File: src/csr_pkg.sv
package csr_pkg;

    // Register offsets on the plain register port, byte addresses.
    localparam logic [3:0] CSR_OFS_STATUS = 4'h0;
    localparam logic [3:0] CSR_OFS_IRQ_STAT = 4'h4;
    localparam logic [3:0] CSR_OFS_IRQ_CLR = 4'h8;
    localparam logic [3:0] CSR_OFS_IRQ_EN = 4'hC;

    // Field positions in cpu_status_flags.
    localparam int CSR_BIT_ACC_A_OVF = 15;
    localparam int CSR_BIT_ACC_B_OVF = 14;
    localparam int CSR_BIT_ACC_A_CLIP = 13;
    localparam int CSR_BIT_ACC_B_CLIP = 12;
    localparam int CSR_BIT_ANY_OVF = 11;
    localparam int CSR_BIT_ANY_CLIP = 10;
    localparam int CSR_BIT_LOOP = 9;
    localparam int CSR_BIT_HALF_CARRY = 8;
    localparam int CSR_BIT_PRIO = 5;
    localparam int CSR_BIT_REPEAT = 4;
    localparam int CSR_BIT_N = 3;
    localparam int CSR_BIT_OV = 2;
    localparam int CSR_BIT_Z = 1;
    localparam int CSR_BIT_C = 0;

    // Bits taken from neighbouring core registers.
    localparam int CSR_CORE_PRIO_TOP_BIT = 3;
    localparam int CSR_NEST_DIS_BIT = 15;

    // Index of each ALU flag in the ALU update vector.
    localparam int CSR_ALU_C = 0;
    localparam int CSR_ALU_Z = 1;
    localparam int CSR_ALU_OV = 2;
    localparam int CSR_ALU_N = 3;
    localparam int CSR_ALU_HALF_CARRY = 4;

    // Interrupt event positions.
    localparam int CSR_EVT_SAT_A = 0;
    localparam int CSR_EVT_SAT_B = 1;
    localparam int CSR_EVT_ACC_OVF = 2;
    localparam int CSR_EVT_ALU_OV = 3;
    localparam int CSR_EVT_N = 4;

    // Reset values, and the level that blocks user interrupts.
    localparam logic [15:0] CSR_RST_STATUS = 16'h0000;
    localparam logic [3:0] CSR_RST_IRQ = 4'h0;
    localparam logic [2:0] CSR_PRIO_ALL_OFF = 3'h7;

    typedef struct packed {
        logic acc_a_overflow;
        logic acc_b_overflow;
        logic acc_a_clipped_sticky;
        logic acc_b_clipped_sticky;
        logic hw_loop_active;
        logic half_carry_flag;
        logic [2:0] cpu_prio;
        logic repeat_loop_active;
        logic n;
        logic ov;
        logic z;
        logic c;
        logic [CSR_EVT_N-1:0] irq_stat;
        logic [CSR_EVT_N-1:0] irq_en;
        logic [15:0] rdata;
    } csr_state_t;

endpackage

File: src/csr_status.sv
`timescale 1ns/10ps
module csr_status (
    // Clock, reset and enable
    input wire logic clk,
    input wire logic reset_n,
    input wire logic ce,
    // Register port
    input wire logic [3:0] addr,
    input wire logic [15:0] wdata,
    input wire logic wr,
    input wire logic rd,
    output logic [15:0] rdata,
    // Neighbouring core registers
    input wire logic [15:0] core_control_reg,
    input wire logic [15:0] interrupt_control_one,
    // Loop sequencer
    input wire logic repeat_busy,
    input wire logic do_loop_busy,
    // Integer ALU flag updates
    input wire logic [csr_pkg::CSR_ALU_HALF_CARRY:0] alu_flag_we,
    input wire logic [csr_pkg::CSR_ALU_HALF_CARRY:0] alu_flag_val,
    // Accumulators
    input wire logic acc_a_ovf_we,
    input wire logic acc_a_ovf,
    input wire logic acc_b_ovf_we,
    input wire logic acc_b_ovf,
    input wire logic acc_a_sat,
    input wire logic acc_b_sat,
    // Interrupt controller priority load
    input wire logic prio_load,
    input wire logic [2:0] prio_val,
    // Status outputs
    output logic [15:0] cpu_status_flags,
    output logic [3:0] cpu_priority_level,
    output logic user_irq_block,
    output logic irq
);
    import csr_pkg::*;

    csr_state_t s;
    csr_state_t next_s;

    logic sel_status;
    logic sel_irq_clr;
    logic sel_irq_en;
    logic wr_status;
    logic wr_irq_clr;
    logic wr_irq_en;

    logic nesting_disable;
    logic prio_top;
    logic any_acc_overflow;
    logic [CSR_EVT_N-1:0] evt;
    logic [15:0] read_word;

    // Status word as software and the core see it.
    function automatic logic [15:0] csr_word(input csr_state_t st);
        logic [15:0] w;
        w = CSR_RST_STATUS;
        w[CSR_BIT_ACC_A_OVF] = st.acc_a_overflow;
        w[CSR_BIT_ACC_B_OVF] = st.acc_b_overflow;
        w[CSR_BIT_ACC_A_CLIP] = st.acc_a_clipped_sticky;
        w[CSR_BIT_ACC_B_CLIP] = st.acc_b_clipped_sticky;
        w[CSR_BIT_ANY_OVF] = st.acc_a_overflow | st.acc_b_overflow;
        w[CSR_BIT_ANY_CLIP] = st.acc_a_clipped_sticky | st.acc_b_clipped_sticky;
        w[CSR_BIT_LOOP] = st.hw_loop_active;
        w[CSR_BIT_HALF_CARRY] = st.half_carry_flag;
        w[CSR_BIT_PRIO +: 3] = st.cpu_prio;
        w[CSR_BIT_REPEAT] = st.repeat_loop_active;
        w[CSR_BIT_N] = st.n;
        w[CSR_BIT_OV] = st.ov;
        w[CSR_BIT_Z] = st.z;
        w[CSR_BIT_C] = st.c;
        return w;
    endfunction

    // Read multiplexer; write-only and unmapped offsets read as zero.
    function automatic logic [15:0] csr_read(
        input logic [3:0] a,
        input csr_state_t st
    );
        logic [15:0] r;
        r = CSR_RST_STATUS;
        unique case (a)
            CSR_OFS_STATUS: begin
                r = csr_word(st);
            end
            CSR_OFS_IRQ_STAT: begin
                r[CSR_EVT_N-1:0] = st.irq_stat;
            end
            CSR_OFS_IRQ_EN: begin
                r[CSR_EVT_N-1:0] = st.irq_en;
            end
            default: begin
                r = CSR_RST_STATUS;
            end
        endcase
        return r;
    endfunction

    // Software write of the status word; the loop flags and the combined bits are not stored.
    // Bit operations on the clip flags can lose a saturation between their read and write,
    // so software is expected to write whole words.
    function automatic csr_state_t sw_status_write(
        input csr_state_t st,
        input logic [15:0] d,
        input logic lock
    );
        csr_state_t r;
        r = st;
        r.acc_a_overflow = d[CSR_BIT_ACC_A_OVF];
        r.acc_b_overflow = d[CSR_BIT_ACC_B_OVF];
        if (d[CSR_BIT_ANY_CLIP]) begin
            r.acc_a_clipped_sticky = d[CSR_BIT_ACC_A_CLIP];
            r.acc_b_clipped_sticky = d[CSR_BIT_ACC_B_CLIP];
        end else begin
            r.acc_a_clipped_sticky = 1'b0;
            r.acc_b_clipped_sticky = 1'b0;
        end
        r.half_carry_flag = d[CSR_BIT_HALF_CARRY];
        if (!lock) begin
            r.cpu_prio = d[CSR_BIT_PRIO +: 3];
        end
        r.n = d[CSR_BIT_N];
        r.ov = d[CSR_BIT_OV];
        r.z = d[CSR_BIT_Z];
        r.c = d[CSR_BIT_C];
        return r;
    endfunction

    // ALU flag merge; a flag whose strobe is low keeps its value.
    function automatic csr_state_t alu_update(
        input csr_state_t st,
        input logic [CSR_ALU_HALF_CARRY:0] we,
        input logic [CSR_ALU_HALF_CARRY:0] v
    );
        csr_state_t r;
        r = st;
        if (we[CSR_ALU_N]) begin
            r.n = v[CSR_ALU_N];
        end
        if (we[CSR_ALU_OV]) begin
            r.ov = v[CSR_ALU_OV];
        end
        // The ALU judges zero across a multi-word operation, so the flag follows its value.
        if (we[CSR_ALU_Z]) begin
            r.z = v[CSR_ALU_Z];
        end
        if (we[CSR_ALU_C]) begin
            r.c = v[CSR_ALU_C];
        end
        if (we[CSR_ALU_HALF_CARRY]) begin
            r.half_carry_flag = v[CSR_ALU_HALF_CARRY];
        end
        return r;
    endfunction

    assign sel_status = addr == CSR_OFS_STATUS;
    assign sel_irq_clr = addr == CSR_OFS_IRQ_CLR;
    assign sel_irq_en = addr == CSR_OFS_IRQ_EN;
    assign wr_status = wr && sel_status;
    assign wr_irq_clr = wr && sel_irq_clr;
    assign wr_irq_en = wr && sel_irq_en;

    assign nesting_disable = interrupt_control_one[CSR_NEST_DIS_BIT];
    assign prio_top = core_control_reg[CSR_CORE_PRIO_TOP_BIT];
    assign any_acc_overflow = s.acc_a_overflow | s.acc_b_overflow;
    assign read_word = csr_read(addr, s);

    always_comb begin
        next_s = s;
        evt = '0;
        if (ce) begin
            // Software goes first so that a hardware update in the same cycle wins.
            if (wr_status) begin
                next_s = sw_status_write(next_s, wdata, nesting_disable);
            end

            // The interrupt controller may move the level while software is locked out.
            if (prio_load) begin
                next_s.cpu_prio = prio_val;
            end

            if (acc_a_ovf_we) begin
                next_s.acc_a_overflow = acc_a_ovf;
            end
            if (acc_b_ovf_we) begin
                next_s.acc_b_overflow = acc_b_ovf;
            end

            // A saturation in the cycle of a clearing write is kept, so no clip goes unseen.
            if (acc_a_sat) begin
                next_s.acc_a_clipped_sticky = 1'b1;
            end
            if (acc_b_sat) begin
                next_s.acc_b_clipped_sticky = 1'b1;
            end

            next_s = alu_update(next_s, alu_flag_we, alu_flag_val);

            // Loop flags mirror the sequencer and ignore software.
            next_s.repeat_loop_active = repeat_busy;
            next_s.hw_loop_active = do_loop_busy;

            evt[CSR_EVT_SAT_A] = acc_a_sat;
            evt[CSR_EVT_SAT_B] = acc_b_sat;
            evt[CSR_EVT_ACC_OVF] = (next_s.acc_a_overflow | next_s.acc_b_overflow)
                & ~any_acc_overflow;
            evt[CSR_EVT_ALU_OV] = alu_flag_we[CSR_ALU_OV] & alu_flag_val[CSR_ALU_OV];

            if (wr_irq_clr) begin
                next_s.irq_stat = s.irq_stat & ~wdata[CSR_EVT_N-1:0];
            end
            if (wr_irq_en) begin
                next_s.irq_en = wdata[CSR_EVT_N-1:0];
            end
            // Set after clear: an event in the clearing cycle survives.
            next_s.irq_stat = next_s.irq_stat | evt;

            // Read data stand for one cycle only and are zero otherwise.
            if (rd) begin
                next_s.rdata = read_word;
            end else begin
                next_s.rdata = CSR_RST_STATUS;
            end
        end
    end

    always_ff @(posedge clk or negedge reset_n) begin
        if (!reset_n) begin
            s <= '0;
        end else begin
            s <= next_s;
        end
    end

    assign rdata = s.rdata;
    assign cpu_status_flags = csr_word(s);
    // The top bit lives in the core control register, so it is never stored here.
    assign cpu_priority_level = {prio_top, s.cpu_prio};
    assign user_irq_block = prio_top
        | (s.cpu_prio == CSR_PRIO_ALL_OFF);
    assign irq = |(s.irq_stat & s.irq_en);

endmodule

File: config.mk
export PLATFORM = sky130hd
export DESIGN_NAME = csr_status
export DESIGN_NICKNAME = d
export VERILOG_FILES = /design/src/csr_pkg.sv /design/src/csr_status.sv
export SDC_FILE = /design/constraint.sdc
export NUM_CORES = 1
export LEC_CHECK = 0
export ABC_AREA = 1
export BUFFER_PORTS_ARGS = -buffer_cell sky130_fd_sc_hd__buf_2
export CORE_MARGIN = 5
export CORE_UTILIZATION = 40
export CTS_CLUSTER_DIAMETER = 50
export DETAILED_ROUTE_END_ITERATION = 8
export MAX_ROUTING_LAYER = met4
export PLACE_DENSITY = 0.7
export SYNTH_ARGS = -nofsm -noshare
export SYNTH_HDL_FRONTEND = slang
export SYNTH_SLANG_ARGS = --single-unit
File: constraint.sdc
create_clock -name clk -period 1.1 [get_ports clk]
set_input_delay 0.165 -clock clk [delete_from_list [all_inputs] [get_ports clk]]
set_output_delay 0.165 -clock clk [all_outputs]
set_load 0.03 [all_outputs]
==> impl_metrics.tcl <==
set metrics [dict create \
    clk_pin_slew_worst_paths_ns 0.07 \
    htreeDepth 2 \
    vias_per_cell 4.69 \
    yosysTopAreaCell "dfrtp_1" \
    fin_nets 426 \
    drt_wl_total_um 5250 \
    gr-usage-met1 0.203 \
    core-area_sq_um 5110 \
    area_growth_pct 31.6 \
    drive_gt1_frac 0.394 \
    worstPathRequired_ns 0.94 \
    async_flop_share 1.00 \
    worst_slack_ns -0.103 \
    busiest_layer "met2" \
    num_antenna_cells 0 \
    port_buffers 83 \
    crit_path_end_kind "primary output" \
    synthTopCellsByCount "nand2_1, dfrtp_1, buf_4, inv_1, o21ai_0" \
    path_class "reg2out" \
    dp_hpwl_um 3820 \
    worstPathArrival_ns 1.04 \
    violations "negative setup slack" \
    antenna_left 0 \
    grt_pass1_vias 1874 \
    rrSetupSlack_ns 0.09 \
    drtIter0Drc 72 \
    finalCriticalPeriod_ns 1.20 \
    firstDrtPassIters 5 \
    ys_ff_latch 38 \
    n_fill_cell 509 \
    reg2regPathDepth 5 \
    synth_most_common_cell "nand2_1" \
    cts_sinks 38 \
    grt.overflow.total 0 \
    antenna_found_initial 0 \
    reg2reg_from "cpu_status_flags[12]$_DFFE_PN0P_" \
    initial_core_util 0.413 \
    drc 0 \
    status "finished with violations" \
    tightest_slew_ns 0.290 \
    hold_slack_ns 0.0984 \
    clk_latency_ns 0.28 \
    p_per_area_nw_per_um2 1240 \
    io_pins 117 \
    p_leak_uw 0.00148 \
    worst_path_max_delay_cell "dfrtp_1" \
    seq_area_frac_synth 0.451 \
    fin_crit_sh 1.09 \
    min_from "repeat_busy" \
    finalNonFillerCells 418 \
    syn_avg_cell_area_sq_um 7.99 \
    synth_cell_type_count 26 \
    grt_max_degree 39 \
    cp_max_fo 2 \
    irDropWorstVdd_mv 0.615 \
    wl_per_cell_um 12.6 \
    path_cells "a31o_2, buf_6" \
    die_area_sq_um 6820 \
    synth_cells 264 \
    synth_nets 343 \
    use_met3 0.0206 \
    clk_path_buf_depth 2 \
    max_slew_margin 0.806 \
    slowest_delay_ns 0.38 \
    min_to "cpu_status_flags[4]$_DFFE_PN0P_" \
    place.gp.congestion 0.793 \
    rr_endpoint "rdata[10]$_DFFE_PN0P_" \
    track_usage 0.165 \
    ys_dominant_reg_cell "dfrtp_1" \
    hp-class "in2reg" \
    crit_path_start_kind "register" \
    hold_depth 3 \
    cts_made_buffers 5 \
    hold_violations 0 \
    clk_root_buffer_cell "clkbuf_8" \
    maxCapViolations 0 \
    die_x_um 82.6 \
    met2_usage 0.270 \
    die_h_um 82.6 \
    synth_edf_count 0 \
    cts_tree "yes" \
    synth_area_sq_um 2110 \
    rsz0062_at_grt "yes" \
    p_total_uw 3440 \
    vias 1959 \
    ys_warn_count 0 \
    synthTopCellsByArea "dfrtp_1, nand2_1, buf_4, o21ai_0, inv_1" \
    dp.cells 389 \
    finalMaxSlewViolations 0 \
    grt_pass1_wl_um 8310 \
    fmax_mhz 831 \
    rows 26 \
    setup_violations 9 \
    fin_skew_ns 0.00340 \
    yosysTopAreaCellShare 0.451 \
]
[cell usage in the layout (no fill, tap or decap), types with 2 or more instances in the layout]
cell type,n
inv_2,2
clkbuf_8,6
nor2_4,2
nor2_1,4
buf_2,73
dfrtp_1,38
o211ai_1,3
nor2_2,4
inv_1,25
nor3_1,3
nand2_1,71
o21ai_1,11
buf_12,3
a21oi_1,6
or2_2,2
o21ai_0,23
nand3_1,16
buf_6,11
buf_4,28
nand4_1,3
o31ai_1,4
[critical path: cells and delay by family, from the launching register on]
kind | cells | cell delay (ns)
compound gates | 1 | 0.25
buf+inv | 1 | 0.13
flops | 1 | 0.38
[logic make-up after synthesis]
logic type	synth area share
simple gates	0.227
flops	0.451
buf+inv	0.186
compound gates	0.137
[how the worst max path moves through the flow]
stage	start	cells past startpoint	to	slack [ns]
final	cpu_priority_level[0]$_DFFE_PN0P_	2	user_irq_block	-0.10
after global routing	cpu_priority_level[0]$_DFFE_PN0P_	2	user_irq_block	-0.15
after CTS	cpu_priority_level[0]$_DFFE_PN0P_	2	user_irq_block	-0.11
after detailed placement	addr[1]	8	cpu_status_flags[13]$_DFFE_PN0P_	-0.15
after global placement	addr[1]	8	cpu_status_flags[13]$_DFFE_PN0P_	-0.13
after floorplan	addr[3]	6	cpu_priority_level[0]$_DFFE_PN0P_	0.12
[through the flow]
| stage | cell area, sq um | util | TNS, ns | worst slack [ns] |
|---|---|---|---|---|
| floorplan | 2110 | - | 0 | 0.116 |
| global placement | 2450 | 0.480 | -1.46 | -0.127 |
| detailed placement | 2450 | 0.480 | -1.96 | -0.145 |
| CTS | 2720 | 0.533 | -0.475 | -0.113 |
| global route | 2780 | 0.543 | -0.839 | -0.150 |
| finish | 2780 | 0.543 | -0.445 | -0.103 |
[where the power goes]
part	switching (uW)	internal [uW]
Clock	441	505
Sequential	69.7	1500
Combinational	539	392
[final cells by class]
cell class / count / area [sq um] / area share
flip-flops and latches: 38 / 951 / 0.343
multi-input cells: 158 / 771 / 0.278
repair buffers: 116 / 769 / 0.277
inverters: 28 / 105 / 0.0379
well taps: 70 / 87.6 / 0.0316
clock buffers: 7 / 86.3 / 0.0311
clock inverters: 1 / 5.00 / 0.00180
[layer usage]
| metal | wire length, um | part of all wire |
|---|---|---|
| met5 | 0 | 0 |
| met4 | 80 | 0.015 |
| met3 | 362 | 0.069 |
| met2 | 2520 | 0.48 |
| met1 | 2290 | 0.44 |
[flip-flops by register name, summed over array words and instances (netlist names)]
register and count:
rdata 16, cpu_status_flags 11, s 8, cpu_priority_level 3
[repair_timing]
action	CTS	global route
setup buffers	14	6
gates resized for setup	20	3
gates cloned	0	0
hold buffers	1	0
pin swaps	2	3
endpoints found under the setup margin	4	11
endpoints found under the hold margin	38	0
No activity file was read; power rests on OpenSTA's default activity.
